### src/common/pps_map.svh
/*
  Offsets, field positions, reset value and masks of the panel pin
  route register. Assumes inclusion by bare name from the design files.
*/
`ifndef PPS_MAP_SVH
`define PPS_MAP_SVH

// -----------------------------------------------------------------
// Register map.
// -----------------------------------------------------------------
`define PPS_ROUTE_OFS 8'h00
`define PPS_ROUTE_RST 32'h0000_0000
`define PPS_ROUTE_MASK 32'h03ff_0fff
`define PPS_RSVD_HI_MSB 31
`define PPS_RSVD_HI_LSB 26
`define PPS_RSVD_MID_MSB 15
`define PPS_RSVD_MID_LSB 12

// -----------------------------------------------------------------
// Field positions, least significant bit of each 2-bit selector.
// -----------------------------------------------------------------
`define PPS_TSIG4_LSB 24
`define PPS_TSIG3_LSB 22
`define PPS_TSIG2_LSB 20
`define PPS_TSIG1_LSB 18
`define PPS_TSIG0_LSB 16
`define PPS_LSYNC_LSB 10
`define PPS_FSYNC_LSB 8
`define PPS_LATCH_LSB 6
`define PPS_DEN_LSB 4
`define PPS_DCLK_LSB 2
`define PPS_PWE_LSB 0
`define PPS_NUM_SIG 11

`endif

### src/common/pps_pkg.sv
/*
  Types of the panel pin route block. Assumes the map header holds
  every number.
*/
package pps_pkg;

  // -----------------------------------------------------------------
  // Selector codes.
  // -----------------------------------------------------------------
  typedef enum logic [1:0] {
    SEL_OFF = 2'h0,
    SEL_PIN0 = 2'h1,
    SEL_BAD2 = 2'h2,
    SEL_BAD3 = 2'h3
  } pps_sel_type;

  // -----------------------------------------------------------------
  // Register port request.
  // -----------------------------------------------------------------
  typedef struct packed {
    logic [7:0] addr;
    logic [31:0] wdata;
    logic wr;
    logic rd;
  } pps_bus_type;

  // -----------------------------------------------------------------
  // Panel outputs of the display controller, bit 0 is write enable.
  // -----------------------------------------------------------------
  typedef struct packed {
    logic timing_sig4_out;
    logic timing_sig3_out;
    logic timing_sig2_out;
    logic timing_sig1_out;
    logic timing_sig0_out;
    logic line_sync_out;
    logic frame_sync_out;
    logic latch_enable_out;
    logic data_enable_out;
    logic dot_clock_out;
    logic write_enable_out;
  } pps_panel_type;

endpackage

### src/logic/pps_route_reg.sv
/*
  Storage of the route register. Assumes the chip reset excludes the
  deep-standby transition reset, which never reaches this module.
*/
`timescale 1ns/10ps
`include "pps_map.svh"

module pps_route_reg (
  input wire logic clk,
  input wire logic sys_rst,
  input wire logic wr_en,
  input wire logic [31:0] wdata,
  output logic [31:0] route_q
);

  logic [31:0] route_d;

  // -----------------------------------------------------------------
  // Store writes with the reserved bits dropped.
  // -----------------------------------------------------------------
  always_comb begin
    route_d = route_q;
    if (wr_en) begin
      route_d = wdata & `PPS_ROUTE_MASK;
    end
  end

  always_ff @(posedge clk or posedge sys_rst) begin
    if (sys_rst) begin
      route_q <= `PPS_ROUTE_RST;
    end else begin
      route_q <= route_d;
    end
  end

endmodule

### src/logic/pps_pin_cell.sv
/*
  One pin output stage. Assumes the default pin control and the panel
  signal are synchronous to clk.
*/
`timescale 1ns/10ps

module pps_pin_cell (
  input wire logic clk,
  input wire logic sys_rst,
  input wire logic clr,
  input wire pps_pkg::pps_sel_type sel,
  input wire logic panel_sig,
  input wire logic dflt_out,
  input wire logic dflt_oe,
  output logic pin_out_q,
  output logic pin_oe_q
);

  logic pin_out_d;
  logic pin_oe_d;

  // -----------------------------------------------------------------
  // Route the panel signal only on code 01; clr drives both low, other codes keep defaults.
  // -----------------------------------------------------------------
  always_comb begin
    pin_out_d = dflt_out;
    pin_oe_d = dflt_oe;
    if (clr) begin
      pin_out_d = 1'b0;
      pin_oe_d = 1'b0;
    end else if (sel == pps_pkg::SEL_PIN0) begin
      pin_out_d = panel_sig;
      pin_oe_d = 1'b1;
    end
  end

  always_ff @(posedge clk or posedge sys_rst) begin
    if (sys_rst) begin
      pin_out_q <= 1'b0;
      pin_oe_q <= 1'b0;
    end else begin
      pin_out_q <= pin_out_d;
      pin_oe_q <= pin_oe_d;
    end
  end

endmodule

### src/logic/pps_top.sv
/*
  Panel pin route block: one software register whose eleven selectors
  route display controller panel outputs onto package pins.
  Assumes a one-cycle register port master, a default pin control that
  supplies the pin levels while a panel signal is not routed, and a
  deep-standby reset that is a synchronous pulse on clk.
*/
// The placing of the registers and the plain strobed port were chosen for this implementation.
// Notes on behaviour
// - Bits 25:24: timing signal 4 off at 00, on pin at 01.
// - Bits 23:22: timing signal 3 off at 00, on pin at 01.
// - Bits 21:20: timing signal 2 off at 00, on pin at 01.
// - Bits 19:18: timing signal 1 off at 00, on pin at 01.
// - Bits 17:16: timing signal 0 off at 00, on pin at 01.
// - Bits 11:10: line sync off at 00, on pin at 01.
// - Bits 9:8: frame sync off at 00, on pin at 01.
// - Bits 7:6: latch enable off at 00, on pin at 01.
// - Bits 5:4: data enable off at 00, on pin at 01.
// - Bits 3:2: dot clock off at 00, on pin at 01.
// - Bits 1:0: write enable off at 00, on pin at 01.
// - Bits 31:26 read zero; software writes zero there.
// - Bits 15:12 read zero; software writes zero there.
// - Reads return the stored fields and change nothing.
// - After reset every selector is 00, nothing routed.
// - Deep-standby reset leaves the register untouched.
`timescale 1ns/10ps
`include "pps_map.svh"

module pps_top #(
  parameter int NUM_SIG = `PPS_NUM_SIG
) (
  input wire logic clk,
  input wire logic sys_rst,
  input wire logic dstby_rst,
  input wire pps_pkg::pps_bus_type bus,
  output logic [31:0] reg_rdata_q,
  input wire pps_pkg::pps_panel_type panel_in,
  input wire logic [NUM_SIG-1:0] dflt_out,
  input wire logic [NUM_SIG-1:0] dflt_oe,
  output logic [NUM_SIG-1:0] pin_out_q,
  output logic [NUM_SIG-1:0] pin_oe_q
);

  // -----------------------------------------------------------------
  // Parameter check.
  // -----------------------------------------------------------------
  if (NUM_SIG != `PPS_NUM_SIG) begin : g_bad_num
    $error("NUM_SIG must match the eleven selectors of the register.");
  end

  // -----------------------------------------------------------------
  // Field table, index 0 is write enable, index 10 timing signal 4.
  // -----------------------------------------------------------------
  localparam int FIELD_LSB [`PPS_NUM_SIG] = '{
    `PPS_PWE_LSB,
    `PPS_DCLK_LSB,
    `PPS_DEN_LSB,
    `PPS_LATCH_LSB,
    `PPS_FSYNC_LSB,
    `PPS_LSYNC_LSB,
    `PPS_TSIG0_LSB,
    `PPS_TSIG1_LSB,
    `PPS_TSIG2_LSB,
    `PPS_TSIG3_LSB,
    `PPS_TSIG4_LSB
  };

  logic hit;
  logic wr_hit;
  logic [31:0] route_q;
  logic [31:0] reg_rdata_d;
  logic [NUM_SIG-1:0] panel_vec;
  logic [NUM_SIG-1:0] routed;
  pps_pkg::pps_sel_type sel [NUM_SIG];

  // -----------------------------------------------------------------
  // Address decode; unmapped writes are dropped.
  // -----------------------------------------------------------------
  assign hit = (bus.addr == `PPS_ROUTE_OFS);
  assign wr_hit = bus.wr & hit;
  assign panel_vec = panel_in;

  pps_route_reg u_route (
    .clk(clk),
    .sys_rst(sys_rst),
    .wr_en(wr_hit),
    .wdata(bus.wdata),
    .route_q(route_q)
  );

  // -----------------------------------------------------------------
  // Read data: one cycle after the strobe, zero otherwise.
  // -----------------------------------------------------------------
  always_comb begin
    reg_rdata_d = 32'h0000_0000;
    if (bus.rd && hit) begin
      reg_rdata_d = route_q & `PPS_ROUTE_MASK;
    end
  end

  always_ff @(posedge clk or posedge sys_rst) begin
    if (sys_rst) begin
      reg_rdata_q <= 32'h0000_0000;
    end else begin
      reg_rdata_q <= reg_rdata_d;
    end
  end

  // -----------------------------------------------------------------
  // One output stage per panel signal.
  // -----------------------------------------------------------------
  for (genvar i = 0; i < NUM_SIG; i++) begin : g_pin
    assign sel[i] = pps_pkg::pps_sel_type'(route_q[FIELD_LSB[i] +: 2]);
    assign routed[i] = (sel[i] == pps_pkg::SEL_PIN0);

    pps_pin_cell u_cell (
      .clk(clk),
      .sys_rst(sys_rst),
      .clr(dstby_rst),
      .sel(sel[i]),
      .panel_sig(panel_vec[i]),
      .dflt_out(dflt_out[i]),
      .dflt_oe(dflt_oe[i]),
      .pin_out_q(pin_out_q[i]),
      .pin_oe_q(pin_oe_q[i])
    );

  end
endmodule

### config.mk
export PLATFORM = sky130hd
export DESIGN_NAME = pps_top
export DESIGN_NICKNAME = d
export VERILOG_FILES = /design/src/common/pps_pkg.sv /design/src/logic/pps_route_reg.sv /design/src/logic/pps_pin_cell.sv /design/src/logic/pps_top.sv
export VERILOG_INCLUDE_DIRS = /design/src /design/src/common
export SDC_FILE = /design/constraint.sdc
export NUM_CORES = 1
export LEC_CHECK = 0
export ABC_AREA = 1
export ABC_CLOCK_PERIOD_IN_PS = 2550
export BUFFER_PORTS_ARGS = -buffer_cell sky130_fd_sc_hd__clkbuf_2
export CAP_MARGIN = 25
export CORE_ASPECT_RATIO = 1.25
export CORE_MARGIN = 2
export CORE_UTILIZATION = 40
export CTS_BUF_LIST = sky130_fd_sc_hd__clkbuf_2 sky130_fd_sc_hd__clkbuf_4 sky130_fd_sc_hd__clkbuf_8
export DETAILED_ROUTE_END_ITERATION = 8
export PLACE_DENSITY_LB_ADDON = 0.1
export REMOVE_ABC_BUFFERS = 1
export SLEW_MARGIN = 20
export SYNTH_ARGS = -nofsm -noshare
export SYNTH_HDL_FRONTEND = slang
export SYNTH_SLANG_ARGS = --single-unit
### constraint.sdc
create_clock -name clk -period 2.55 [get_ports clk]
set_input_delay 0.51 -clock clk [delete_from_list [all_inputs] [get_ports clk]]
set_output_delay 0.51 -clock clk [all_outputs]
set_load 0.005 [all_outputs]
==> impl_metrics.ini <==
[sta]
max_clock_freq_mhz = 754
rsz0062_at_grt = no
relSlewSlack_pct = 64.8
hold_violations = 0
finClkSkew_ps = 5.53
worst_slew_pin_slew_ps = 529
slew_viol_final = 0
period_minus_slack_ps = 1330
tns_ps = 0
setup_viol = 0
period_share_pct = 52.0

[floorplan]
pin_count = 132
dieArea_mm2 = 0.00773
core_mm2 = 0.00689
initial_core_util_pct = 40.8
die_width_um = 79.0
die_height_um = 97.8
rows = 34

[cts]
clkTransAtPathRegs_ps = 60
cts_buffer_depth = 2
tritoncts = built
insertion_delay_ps = 330
cts.htree.levels = 3
cts-resized-gates = 0
postCtsSetupRepairBufs = 0
cts_hold_buf = 0
numCtsBuffers = 9
cts_sinks = 66
root_buffer = clkbuf_8

[synth]
synth_area_leaders = dfrtp_1 (59%), buf_4 (8.5%), nand2_1 (7.6%)
syn-mean-instance-area_um2 = 9.54
yosys_warnings = 0
synth_area_leader_cell = dfrtp_1
synth-edff-count = 0
async_flop_share_pct = 100
ys_seq_area_share_pct = 58.7
synth_cell_types = 15
yosysMostFrequentCell = dfrtp_1
syn-instance-count = 295
synth.top_cell.area_share_pct = 58.7
ys.flop_type = dfrtp_1
synth-seq-cells = 66
synth_area_mm2 = 0.00281
synthTopCellsByCount = dfrtp_1 (66), nand2_1 (57), nor2_1 (39)

[final_layout]
insertedDiodeCount = 0
drive_above_1_share_pct = 39.0
synthToLayoutAreaGrowth_pct = 21.8
fin_cells = 480
nets = 464

[critical_path]
criticalPathCategory = flip-flop to output port
slowest_delay_ps = 380
crit_arrival_ps = 820
crit_path_end_kind = output port
critical_path_required_ps = 2040
start_kind = flip-flop
cp_num_buf_inv = 1
crit_chain = clkbuf_2
critPathTopFamily = flip-flops
crit_fanout = 1
crit_slowest_cell = dfrtp_1

[global_route]
grt_usage_pct = 15.7
grt_pass1_vias = 2020
grt_pass1_wl_um = 9260
grt_antenna_before_repair = 0
grt_max_degree = 67
overflow = 0

[min_path]
min_path_type = primary input to async pin

[status]
status = completed

[drt]
wl_um = 5540
wire_per_inst_um = 11.5
vias = 2043
drt_iter0_markers = 55
drc = 0
first_pass_iters = 4
drtAntennaViolNets = 0
via_per_inst = 4.26

[power_and_ir_drop]
power_per_cell_area_mw_per_mm2 = 631
vdd_drop_max_mv = 0.324
p_leak_nw = 1.89

[placed_design]
dp_hpwl_um = 3810
io_buffers = 111
dp_cells = 465
gp_congestion = 0.728

[run]
maxCapViolCount = 0
==> metrics by stage <==
| stage | setup WS, ps | utilization (%) | area, um^2 | power, mW | hold slack (ps) |
|---|---|---|---|---|---|
| after global placement | 910 | 46.7 | 3220 | 1.28 | 454 |
| after global routing | 1120 | 49.7 | 3430 | 2.27 | 262 |
| final | 1220 | 49.7 | 3430 | 2.16 | 220 |
| after CTS | 1200 | 49.7 | 3430 | 2.20 | 231 |
| after detailed placement | 887 | 46.7 | 3220 | 1.29 | 459 |
| after floorplan | 385 | - | 2520 | 1.19 | 442 |
==> cells by family after synthesis <==
family	Yosys count	synth area share, %
AO/OA/AOI/OAI	22	3.91
buffers and inverters	65	14.5
flip-flops	66	58.7
other	1	0.133
AND/OR/NAND/NOR	141	22.7
==> path summary, 6_finish.rpt <==
| check | start | to | slack, ps | cells past startpoint |
|---|---|---|---|---|
| max | reg_rdata_q[8] | reg_rdata_q[8] | 1220 | 1 |
| max in group asynchronous | sys_rst | u_route.route_q[10] | 2040 | 3 |
| min in group clk | dflt_oe[8] | g_pin[8].u_cell.pin_oe_q | 390 | 3 |
| min | sys_rst | reg_rdata_q[1] | 220 | 3 |
| min reg2reg | u_route.route_q[20] | u_route.route_q[20] | 470 | 2 |
| max reg2reg | u_route.route_q[2] | g_pin[1].u_cell.pin_out_q | 1650 | 4 |
==> power by group <==
group	switching (mW)	internal (mW)
sequential	0.0161	1.08
combinational	0.0927	0.0729
clock	0.364	0.536
total	0.473	1.69
==> cells in the final DEF, fill, tap and decap left out, drive strengths merged <==
cell type,n
o21ai,11
nor2,60
bufinv,1
buf,2
nand2,59
conb,10
nand3,22
clkinv,1
dfrtp,66
clkbuf,124
inv,23
a21oi,11
==> cell type report <==
| type | count | area, um^2 |
|---|---|---|
| clock buffer | 13 | 173 |
| clock inverter | 2 | 35.0 |
| fill | 704 | 3460 |
| inverter | 23 | 86.3 |
| multi-input combinational | 173 | 787 |
| sequential | 66 | 1650 |
| tap | 90 | 113 |
| timing repair buffer | 113 | 583 |
==> registers in the layout (all words and copies together), names as in the netlist <==
signal                  count
u_route.route_q            22
reg_rdata_q                22
g_pin.u_cell.pin_out_q     11
g_pin.u_cell.pin_oe_q      11
==> per-layer routing <==
metal | global-route usage, % | up-vias | part of all wire, %
met2 | 27.1 | 77 | 52
met4 | 8.75 | 0 | 2.3
met3 | 3.05 | 9 | 6.2
met1 | 18.1 | 914 | 39
met5 | 0 | - | 0
li1 | - | 1043 | -
(Power assumes the default switching activity.)
